<file path="src/core/ref_out_pkg.sv">
// Purpose: constants and types for the reference clock output block
// Assumes: apb slave, 32-bit data, one aligned word per register
// Notes: source clocks arrive as edge ticks in the pclk domain
// Behaviour
// generated clock drives the output pin and the modulator source port.
// input clock taken from one of several sources by a writable select.
// enabling starts the output cleanly, first period complete, no runt pulse.
// clearing enable forces the output low at once.
// three-bit divider gives undivided or divide by 2 up to 128.
// duty field gives 25, 50 or 75 percent except when undivided.
// upper duty bit resets to one, default duty 50 percent.
// divider and duty writes accepted while enabled, applied to running output.
// software should change divider and duty only while disabled.
// output keeps running in sleep while its source keeps running.
// divider code 000 undivided, each higher code doubles, 111 divides by 128.
// duty code 00 zero, 01 25, 10 50, 11 75 percent high.
package ref_out_pkg;
	localparam logic [11:0] ADDR_CONTROL = 12'h000;
	localparam logic [11:0] ADDR_SOURCE = 12'h004;
	localparam logic [11:0] ADDR_STATUS = 12'h008;
	localparam int POS_DIV = 0;
	localparam int POS_DUTY = 3;
	localparam int POS_EN = 7;
	localparam int POS_SRC = 0;
	localparam logic [2:0] RESET_DIV = 3'h0;
	localparam logic [1:0] RESET_DUTY = 2'h2;
	localparam logic [1:0] DUTY_ZERO = 2'h0;
	localparam logic [2:0] DIV_NONE = 3'h0;
	localparam int SRC_W = 2;
	localparam int CNT_W = 8;

	typedef struct packed {
		logic enable;
		logic [1:0] duty;
		logic [2:0] div;
	} ctrl_type;
endpackage

</file>
<file path="src/core/ref_out_shaper.sv">
// Purpose: divide and duty-shape the selected source ticks
// Assumes: tick marks each edge of the source clock, two ticks per base period
// Notes: while enabled, output changes only on ticks, so it starts on a period boundary
`timescale 1ns/1ps
module ref_out_shaper
	import ref_out_pkg::*;
(
	input wire logic clk,
	input wire logic rst_n,
	input wire logic tick,
	input wire ctrl_type cfg,
	output logic ref_q,
	output logic [CNT_W-1:0] count_q
);
	logic [CNT_W-1:0] last;
	logic [CNT_W-1:0] quarter;
	logic [CNT_W-1:0] thresh;
	logic high;

	// period in ticks is 2 << div
	always_comb begin
		last = CNT_W'((9'h002 << cfg.div) - 9'h001);
		quarter = CNT_W'((9'h002 << cfg.div) >> 2);
		thresh = CNT_W'(quarter * cfg.duty);
		if (cfg.div == DIV_NONE) begin
			high = (count_q == '0);
		end else begin
			high = (count_q < thresh);
		end
	end

	// count always restarts from zero while disabled
	always_ff @(posedge clk or negedge rst_n) begin
		if (!rst_n) begin
			count_q <= '0;
		end else if (!cfg.enable) begin
			count_q <= '0;
		end else if (tick) begin
			count_q <= (count_q >= last) ? '0 : count_q + 1'b1;
		end
	end

	// no sleep gating here: runs whenever enabled and ticks arrive
	always_ff @(posedge clk or negedge rst_n) begin
		if (!rst_n) begin
			ref_q <= 1'b0;
		end else if (!cfg.enable) begin
			ref_q <= 1'b0;
		end else if (tick) begin
			ref_q <= high;
		end
	end
endmodule

</file>
<file path="src/core/ref_out_top.sv">
// Purpose: reference clock output generator with apb control
// Assumes: src_tick inputs are single-cycle pclk-domain edge ticks
// Notes: one wait state on every apb access
//
// The implementer's own choices: the placing of the registers and the APB slave port.
`timescale 1ns/1ps
module ref_out_top
	import ref_out_pkg::*;
#(
	parameter int NSRC = 4
)(
	input wire logic pclk,
	input wire logic presetn,
	input wire logic [11:0] paddr,
	input wire logic psel,
	input wire logic penable,
	input wire logic pwrite,
	input wire logic [31:0] pwdata,
	output logic [31:0] prdata,
	output logic pready,
	output logic pslverr,
	input wire logic [NSRC-1:0] src_tick,
	output logic ref_clock_out_pin,
	output logic modulator_ref_clk
);
	ctrl_type ref_out_control_q;
	logic [SRC_W-1:0] ref_out_source_sel_q;
	logic tick_q;
	logic ref_q;
	logic [CNT_W-1:0] count;
	logic access;
	logic mapped;

	assign access = psel && penable && !pready;
	assign mapped = (paddr == ADDR_CONTROL) || (paddr == ADDR_SOURCE) || (paddr == ADDR_STATUS);

	always_ff @(posedge pclk or negedge presetn) begin
		if (!presetn) begin
			pready <= 1'b0;
			pslverr <= 1'b0;
		end else begin
			pready <= access;
			pslverr <= access && !mapped;
		end
	end

	// writes while enabled are taken; software is expected to avoid them
	always_ff @(posedge pclk or negedge presetn) begin
		if (!presetn) begin
			ref_out_control_q <= '{enable: 1'b0, duty: RESET_DUTY, div: RESET_DIV};
		end else if (access && pwrite && paddr == ADDR_CONTROL) begin
			ref_out_control_q.enable <= pwdata[POS_EN];
			ref_out_control_q.duty <= pwdata[POS_DUTY +: 2];
			ref_out_control_q.div <= pwdata[POS_DIV +: 3];
		end
	end

	always_ff @(posedge pclk or negedge presetn) begin
		if (!presetn) begin
			ref_out_source_sel_q <= '0;
		end else if (access && pwrite && paddr == ADDR_SOURCE) begin
			ref_out_source_sel_q <= pwdata[POS_SRC +: SRC_W];
		end
	end

	always_ff @(posedge pclk or negedge presetn) begin
		if (!presetn) begin
			prdata <= '0;
		end else if (access && !pwrite) begin
			prdata <= '0;
			unique case (paddr)
				ADDR_CONTROL: begin
					prdata[POS_EN] <= ref_out_control_q.enable;
					prdata[POS_DUTY +: 2] <= ref_out_control_q.duty;
					prdata[POS_DIV +: 3] <= ref_out_control_q.div;
				end
				ADDR_SOURCE: prdata[POS_SRC +: SRC_W] <= ref_out_source_sel_q;
				ADDR_STATUS: prdata[CNT_W:0] <= {count, ref_q};
				default: prdata <= '0;
			endcase
		end
	end

	// out-of-range select gives no ticks, so the output holds
	always_ff @(posedge pclk or negedge presetn) begin
		if (!presetn) begin
			tick_q <= 1'b0;
		end else begin
			tick_q <= (32'(ref_out_source_sel_q) < NSRC) && src_tick[ref_out_source_sel_q];
		end
	end

	ref_out_shaper u_shaper (
		.clk(pclk),
		.rst_n(presetn),
		.tick(tick_q),
		.cfg(ref_out_control_q),
		.ref_q(ref_q),
		.count_q(count)
	);

	// both consumers see the same flop
	assign ref_clock_out_pin = ref_q;
	assign modulator_ref_clk = ref_q;
endmodule

</file>
<file path="config.mk">
export PLATFORM = sky130hd
export DESIGN_NAME = ref_out_top
export DESIGN_NICKNAME = d
export VERILOG_FILES = /design/src/core/ref_out_pkg.sv /design/src/core/ref_out_shaper.sv /design/src/core/ref_out_top.sv
export SDC_FILE = /design/constraint.sdc
export NUM_CORES = 1
export LEC_CHECK = 0
export ABC_CLOCK_PERIOD_IN_PS = 3700
export BUFFER_PORTS_ARGS = -buffer_cell sky130_fd_sc_hd__buf_4
export CORE_ASPECT_RATIO = 0.6
export CORE_UTILIZATION = 50
export CTS_CLUSTER_DIAMETER = 100
export DETAILED_ROUTE_END_ITERATION = 16
export GPL_TIMING_DRIVEN = 0
export HOLD_SLACK_MARGIN = 0.15
export MAX_ROUTING_LAYER = met4
export PLACE_DENSITY = 0.81
export SLEW_MARGIN = 20
export SYNTH_ARGS = -nofsm -noshare
export SYNTH_HDL_FRONTEND = slang
export SYNTH_SLANG_ARGS = --single-unit
</file>
<file path="constraint.sdc">
create_clock -name pclk -period 3.7 [get_ports pclk]
set_input_delay 0.37 -clock pclk [delete_from_list [all_inputs] [get_ports pclk]]
set_output_delay 0.37 -clock pclk [all_outputs]
set_load 0.05 [all_outputs]
</file>
* Word-level counts from Yosys, hierarchy flattened
Cells that the tools add are included.
Operators by class: $mul 1, reductions and logical operators 15, shift operators 1, $add $sub $neg 2, magnitude comparators 3, equality and inequality tests 3, multiplexer cells 13
Operators by type and width (number):
- two-way mux 8 bit | 3
- equality test 12 x 3 -> 1 bit (second input constant) | 1
- equality test 12 x 4 -> 1 bit (second input constant) | 1
- zero test 12 bit | 1
- << shifter 2 x 3 -> 9 bit (first input constant) | 1
- adder 8 x 1 -> 8 bit (second input constant) | 1
- greater-or-equal comparator 8 bit | 1
- zero test 8 bit | 1
- < comparator 8 bit | 1
- multiplier 7 x 2 -> 8 bit | 1
- subtractor 8 x 1 -> 8 bit (second input constant) | 1
- logical AND 1 bit | 7
- case mux 2 bit (3 select lines) | 1
- case mux 3 bit (2 select lines) | 1
- two-way mux 1 bit | 5
- zero test 1 bit | 3
- zero test 3 bit | 1
- < comparator 2 x 3 -> 1 bit (second input constant) | 1
- binary-select mux 1 bit (select 2 bit) | 1
- logical OR 1 bit | 2
- two-way mux 2 bit | 1
- inequality test 2 x 1 -> 1 bit (second input constant) | 1
- case mux 1 bit (2 select lines) | 1
Word-level totals: output and inout port bits 36, register bits 29

* Depth between registers and ports, before layout
Gate-level depths: netlist of the first run.
depth in word-level cells 6, mapped depth 16, depth with buffers taken out 15

* Hierarchy
Synthesis of the first run repeated with hierarchy kept, for this count alone.
Second synthesis, totals: cells, all modules 282, area, all modules 2587.5 µm²
By module, submodules not included:
- ref_out_shaper | cells each 176, area each 1437.6 µm², times used 1
- ref_out_top | cells each 106, area each 1149.9 µm², times used 1

* Worst setup path before layout of the first run
No wires, ideal clock.
path type register -> register, start point register ref_out_control_q[0] (netlist bit), end point register u_shaper.ref_q, arrival 3046 ps, setup slack 578 ps, cell stages (with the launch flop) 17, data required time 3624 ps, clock period less this slack 3122 ps, buffers on the path 1, cells stage by stage dfrtp_1 buf_6 nand2b_1 nand2b_1 nor2_1 ha_1 fa_1 a21o_1 a21oi_1 o21bai_1 a21oi_1 xnor2_1 ha_1 or3_1 a2111oi_2 a22oi_1 o21ai_1
On the way: word-level cells in the longest chain between the ends 6, elaborated cells between the ends (all ways) 7
RTL lines:
- start, declared | line ref_out_top.sv:26 | ctrl_type ref_out_control_q;
- start signal, assigned | line ref_out_top.sv:50 | ref_out_control_q <= '{enable: 1'b0, duty: RESET_DUTY, div: RESET_DIV};
- << shifter 2 x 3 -> 9 bit | line ref_out_shaper.sv:23 | quarter = CNT_W'((9'h002 << cfg.div) >> 2);
- multiplier 7 x 2 -> 8 bit | line ref_out_shaper.sv:24 | thresh = CNT_W'(quarter * cfg.duty);
- < comparator 8 bit | line ref_out_shaper.sv:28 | high = (count_q < thresh);
- two-way mux 1 bit (*) | line ref_out_shaper.sv:25 | if (cfg.div == DIV_NONE) begin
- two-way mux 1 bit (*) | line ref_out_shaper.sv:49 | end else if (tick) begin
- two-way mux 1 bit (*) | line ref_out_shaper.sv:47 | end else if (!cfg.enable) begin
- end signal, assigned | line ref_out_shaper.sv:50 | ref_q <= high;
- end, declared | line ref_out_shaper.sv:12 | output logic ref_q,
Every way passes the cells marked *; elsewhere a longest branch is shown, timed or not. The select of a mux whose other input is x is not followed. A chain may end at the register's enable or synchronous reset.

* Final worst setup path of the first run
start point register ref_out_control_q[0] (netlist bit), end point register u_shaper.count_q[7]
On the way: word-level cells in the longest chain between the ends 6
RTL lines:
- << shifter 2 x 3 -> 9 bit
- subtractor 8 x 1 -> 8 bit | line ref_out_shaper.sv:22 | last = CNT_W'((9'h002 << cfg.div) - 9'h001);
- greater-or-equal comparator 8 bit | line ref_out_shaper.sv:39 | count_q <= (count_q >= last) ? '0 : count_q + 1'b1;
- two-way mux 8 bit | line ref_out_shaper.sv:39
- two-way mux 8 bit | line ref_out_shaper.sv:38 | end else if (tick) begin
- two-way mux 8 bit | line ref_out_shaper.sv:36 | end else if (!cfg.enable) begin
- end signal, assigned | line ref_out_shaper.sv:39
- end, declared | line ref_out_shaper.sv:13 | output logic [CNT_W-1:0] count_q
Every way passes these cells. The select of a mux whose other input is x is not followed.

==> results of run 1 <==
## layout make-up
type	count	area, sq um	share of cell area
repair buffers	39	295	0.0990
multi-input cells	206	1470	0.492
inverters	14	52.6	0.0176
well taps	63	78.8	0.0264
plain buffers	34	269	0.0902
clock inverters	3	22.5	0.00755
clock buffers	5	68.8	0.0231
flip-flops and latches	29	728	0.244
## cell families (layout without fill, tap and decap cells)
family | count (synthesis) | count (layout) | share of synthesized area
buf+inv | 48 | 95 | 0.133
other cells | 1 | 23 | 0.00155
xor+xnor | 7 | 7 | 0.0253
flops | 29 | 29 | 0.300
compound gates | 52 | 52 | 0.140
simple gates | 89 | 89 | 0.209
fa+ha+maj | 24 | 24 | 0.127
mux | 11 | 11 | 0.0641
## routing by layer
layer,vias up,wire length (microns),global-route usage
met5,-,0,-
met4,0,40,0.0692
met3,5,352,0.0560
met2,73,2610,0.355
met1,977,2770,0.346
li1,1027,-,-
## state kept, by name (all words and copies together) (netlist names)
register	cells
pready	1
u_shaper.count_q	8
prdata	9
ref_out_control_q	6
pslverr	1
tick_q	1
u_shaper.ref_q	1
ref_out_source_sel_q	2
## cells in the mapped netlist (all sizes together) (3+ instances only)
cell type,number
buf,29
dfrtp,28
ha,23
nand2,23
nor2,18
a21oi,15
inv,14
o21ai,11
nand3,10
nor3,9
mux2,8
nand4,7
nand2b,6
a22oi,5
clkbuf,5
a21o,4
nor4,4
xnor2,4
a211oi,3
a22o,3
xor2,3
## layout by cell type (no fill, tap or decap), drive strengths merged, types with 5 or more instances in the layout
cell type	synthesis	routed
a21oi	15	15
nand2	23	23
o21ai	11	11
a22oi	5	5
nor2	18	18
nand2b	6	6
nand4	7	7
nor3	9	9
conb	1	23
clkbuf	5	10
mux2	8	8
buf	29	67
nand3	10	10
inv	14	14
ha	23	23
dfrtp	28	28
## power by group
part	internal, uW	switching [uW]
registers	319	1.47
logic	43.6	80.7
clock network	132	141
## worst paths after layout
| path | start | to | slack, ps | cells past startpoint |
|---|---|---|---|---|
| hold / removal | pwdata[1] | ref_out_source_sel_q[1] | 300 | 2 |
| hold reg to reg | prdata[4] | prdata[4] | 480 | 2 |
| max in group asynchronous | presetn | ref_out_control_q[4] | 2840 | 2 |
| setup / recovery | ref_out_control_q[0] | u_shaper.count_q[7] | 290 | 15 |
| setup reg to reg | ref_out_control_q[0] | u_shaper.count_q[7] | 290 | 15 |
| min in group asynchronous | presetn | prdata[3] | 550 | 2 |
## timing repair
action / CTS / global route
hold buffers: 1 / 0
endpoints found under the hold margin: 28 / 0
setup endpoints to repair: 0 / 1
gates resized for setup: 0 / 3
## through the flow
step | instances | setup WS, ps | util | power, uW | area [sq um]
after floorplan | 283 | 578 | - | 414 | 2500
after global placement | 384 | 314 | 0.622 | 447 | 2870
after detailed placement | 384 | 250 | 0.622 | 449 | 2870
after CTS | 393 | 223 | 0.644 | 716 | 2970
after global routing | 393 | 28.0 | 0.647 | 740 | 2980
final | 393 | 294 | 0.647 | 717 | 2980
## critical path, cell delays in order (launching register included)
cell	delay, ps
dfrtp_1	380
buf_6	140
nor3_1	450
inv_1	100
ha_1	200
clkbuf_1	180
nor3_1	200
a21oi_1	70
o21a_1	200
ha_1	290
a211oi_1	200
o21ai_1	160
a21oi_1	250
buf_2	250
o311ai_0	160
nand3_1	110
==> results.py, run 1 <==
metrics = {
    "floorplan": {
        "die_width_microns": 91.9,
        "die_h_microns": 55.9,
        "start_util": 0.525,
        "core_area_sq_um": 4610,
        "rows": 19,
        "io_pins": 89,
        "die_area_sq_um": 5140,
    },
    "min_path": {
        "hp-class": "in -> reg",
    },
    "timing": {
        "fin_setup_tns_ps": 0,
        "fin_crit_sh": 0.920,
        "max_freq_ghz": 0.294,
        "clock_skew_ps": 4.53,
        "rsz0062_at_grt": "no",
        "hold_viol_final": 0,
        "period_needed_ps": 3410,
        "whs_ps": 301,
        "setup_viol": 0,
        "drv_slew": 0,
        "worst_pin_slew_ps": 529,
        "relSlewSlack": 0.645,
    },
    "synth": {
        "synth_cells": 261,
        "postSynthRegisterBits": 29,
        "ys_seq_area_frac": 0.300,
        "yosysUniqueCellTypes": 53,
        "synth_top_area_frac": 0.289,
        "synth_top_flop_cell": "dfrtp_1",
        "synth_area_leader_cell": "dfrtp_1",
        "yosysWarningCount": 0,
        "synth_area_per_cell_sq_um": 9.28,
        "async_flop_share": 1.00,
        "synth.area.top_cells": "dfrtp_1, ha_1, buf_4",
        "synth_edf_count": 0,
        "syn-cell-area_sq_um": 2420,
    },
    "drt": {
        "route.detailed.drc": 0,
        "wl_microns": 5770,
        "drt_iter0_markers": 105,
        "avgViaCountPerCell": 5.30,
        "avgRoutedWirePerCell_microns": 14.7,
        "antenna_left": 0,
        "via_count": 2082,
        "drt_first_pass_iters": 4,
    },
    "worst_setup_path": {
        "critPathCaptureType": "register",
        "crit_fanout": 10,
        "critPathRequiredTime_ps": 3930,
        "worstSetupPathType": "reg -> reg",
        "cp-start-kind": "register",
        "crit_arrival_ps": 3630,
    },
    "clocking": {
        "clk_latency_ps": 290,
        "cts_buffer_depth": 2,
        "numCtsBuffers": 5,
        "path_clk_slew_ps": 70,
        "cts_sinks": 29,
        "cts_htree_levels": 2,
        "root_buffer": "clkbuf_8",
        "cts_setup_buffers": 0,
        "cts_tree": "done",
    },
    "global_route": {
        "grt_pass1_vias": 1951,
        "grt_max_degree": 30,
        "grt_first_pass_wirelength_microns": 9460,
        "antenna_found_initial": 0,
        "overflow": 0,
        "grt_usage": 0.246,
    },
    "place": {
        "gp_congestion": 0.847,
        "numPortBuffers": 38,
        "hpwl_microns": 4530,
    },
    "power_and_ir_drop": {
        "peakVddDrop_uv": 218,
        "power_density_nw_per_um2": 240,
        "power.leakage_uw": 0.00149,
    },
    "flow_run": {
        "drv_cap": 0,
    },
    "cells_and_area": {
        "drive_above_1_share": 0.294,
        "nNetsFinal": 406,
        "diodes": 0,
        "fill_cells": 377,
        "area_growth_pct": 23.1,
    },
    "run_status": {
        "status": "complete, no violations",
    },
}
No activity file was read; power rests on OpenSTA's default activity.
==> run 2, diff against run 1 <==
--- a/config.mk
+++ b/config.mk
@@ -15,6 +15,7 @@
 export HOLD_SLACK_MARGIN = 0.15
 export MAX_ROUTING_LAYER = met4
 export PLACE_DENSITY = 0.81
+export RECOVER_POWER = 25
 export SLEW_MARGIN = 20
 export SYNTH_ARGS = -nofsm -noshare
 export SYNTH_HDL_FRONTEND = slang
==> results.py, run 2 (synthesis results as in run 1) <==
metrics = {
    "run_status": {
        "status": "finished with violations",
        "violations": "capacitance limit, slew limit",
    },
    "drt": {
        "via_count": 2086,
        "wl_microns": 5770,
        "drt_iter0_markers": 105,
        "route.detailed.drc": 0,
        "drt_first_pass_iters": 4,
        "avgRoutedWirePerCell_microns": 14.7,
        "avgViaCountPerCell": 5.31,
        "antenna_left": 0,
    },
    "power_and_ir_drop": {
        "pwr-share-clk": 0.381,
        "seqPwrFrac": 0.448,
        "power.leakage_uw": 0.00148,
        "internal-power_uw": 493,
        "peakVddDrop_uv": 218,
        "power_switching_uw": 223,
        "power_density_nw_per_um2": 241,
        "pwr-share-comb": 0.172,
        "p_total_uw": 715,
        "swShare": 0.311,
    },
    "worst_setup_path": {
        "max_stage_delay_ps": 450,
        "crit_fanout": 10,
        "cp_top_family": "compound AO/OA/AOI/OAI gates",
        "path_cells": "buf_6, nor3_1, inv_1, ha_1, clkbuf_1, nor3_1, a21oi_1, o21a_1, ha_1, a211oi_1, o21ai_1, a21oi_1, buf_2, o311ai_0, nand3_1",
        "critPathCaptureType": "register",
        "cp-start-kind": "register",
        "critPathRequiredTime_ps": 3930,
        "path_buf_inv": 4,
        "cpMaxStageDelayCell": "nor3_1",
        "worstSetupPathType": "reg -> reg",
        "crit_arrival_ps": 3620,
    },
    "timing": {
        "max_freq_ghz": 0.294,
        "fin_crit_sh": 0.918,
        "period_needed_ps": 3400,
        "drv_slew": 30,
        "hold_viol_final": 0,
        "rsz0062_at_grt": "no",
        "layout_setup_ws_ps": 303,
        "setup_viol": 0,
        "relSlewSlack": -0.00769,
        "whs_ps": 301,
        "clock_skew_ps": 4.19,
        "worst_pin_slew_ps": 1510,
        "fin_setup_tns_ps": 0,
    },
    "global_route": {
        "overflow": 0,
        "grt_pass1_vias": 1951,
        "grt_first_pass_wirelength_microns": 9460,
        "grt_max_degree": 30,
        "antenna_found_initial": 0,
        "grt_usage": 0.246,
    },
    "cells_and_area": {
        "final_util": 0.644,
        "final_cell_mix": "buf_4, dfrtp_1, nand2_1, ha_1, conb_1",
        "max_flop_register": "prdata",
        "largestRegisters": "prdata (9), u_shaper.count_q (8), ref_out_control_q (6)",
        "diodes": 0,
        "drive_above_1_share": 0.288,
        "nNetsFinal": 406,
        "area_growth_pct": 22.7,
        "layout_commonest_cell": "buf_4",
        "largest_reg_flops": 9,
    },
    "clocking": {
        "cts_sinks": 29,
        "cts_tree": "done",
        "cts_setup_buffers": 0,
        "cts_buffer_depth": 2,
        "numCtsBuffers": 5,
        "path_clk_slew_ps": 70,
        "cts_htree_levels": 2,
        "root_buffer": "clkbuf_8",
        "clk_latency_ps": 290,
    },
    "floorplan": {
        "die_h_microns": 55.9,
        "io_pins": 89,
        "start_util": 0.525,
        "core_area_sq_um": 4610,
        "die_width_microns": 91.9,
        "die_area_sq_um": 5140,
        "rows": 19,
    },
    "place": {
        "dp_slack_ps": 250,
        "gp_congestion": 0.847,
        "hpwl_microns": 4530,
        "numPortBuffers": 38,
    },
    "flow_run": {
        "drv_cap": 1,
    },
    "min_path": {
        "hp-class": "in -> reg",
    },
}
run 2: routing by layer:
layer | up-vias | GRT usage | routed length [microns]
met5 | - | - | 0
li1 | 1026 | - | -
met1 | 982 | 0.346 | 2770
met2 | 73 | 0.355 | 2600
met3 | 5 | 0.0560 | 357
met4 | 0 | 0.0692 | 40
run 2: final cells by class:
cell class,count,area (sq um)
fillers,378,1640
multi-input cells,206,1470
flip-flops and latches,29,728
repair buffers,39,292
plain buffers,34,262
well taps,63,78.8
clock buffers,5,68.8
inverters,14,52.6
clock inverters,3,22.5
run 2: final timing paths:
kind	start	to	slack, ps	cells past startpoint
setup / recovery	ref_out_control_q[0]	u_shaper.count_q[7]	300	15
hold / removal	pwdata[1]	ref_out_source_sel_q[1]	300	2
setup reg to reg	ref_out_control_q[0]	u_shaper.count_q[7]	300	15
hold reg to reg	prdata[4]	prdata[4]	480	2
max in group asynchronous	presetn	ref_out_control_q[1]	1710	2
min in group asynchronous	presetn	prdata[3]	990	2
run 2: worst reg2reg max path: cells and delay by family, from the launching register on:
kind            cells  cell delay, ps
compound gates      6            1040
fa+ha+maj           2             490
buf+inv             4             670
flops               1             380
simple gates        3             750
run 2: power by group through the flow:
stage / combinational [uW] / clock, uW / sequential (uW)
2_1_floorplan: 84.3 / 0 / 330
5_1_grt: 129 / 288 / 320
3_3_place_gp: 121 / 0 / 326
6_report: 123 / 272 / 320
4_1_cts: 124 / 272 / 320
3_5_place_dp: 123 / 0 / 326
run 2: repair_timing:
item,CTS,global route
resized for setup,0,3
endpoints found under the setup margin,0,1
hold buffers,1,0
endpoints found under the hold margin,28,0
run 2: metrics by stage:
step                      area [sq um]  cells
final                             2970    393
after CTS                         2970    393
after detailed placement          2870    384
after global routing              2970    393
after floorplan                   2500    283
after global placement            2870    384
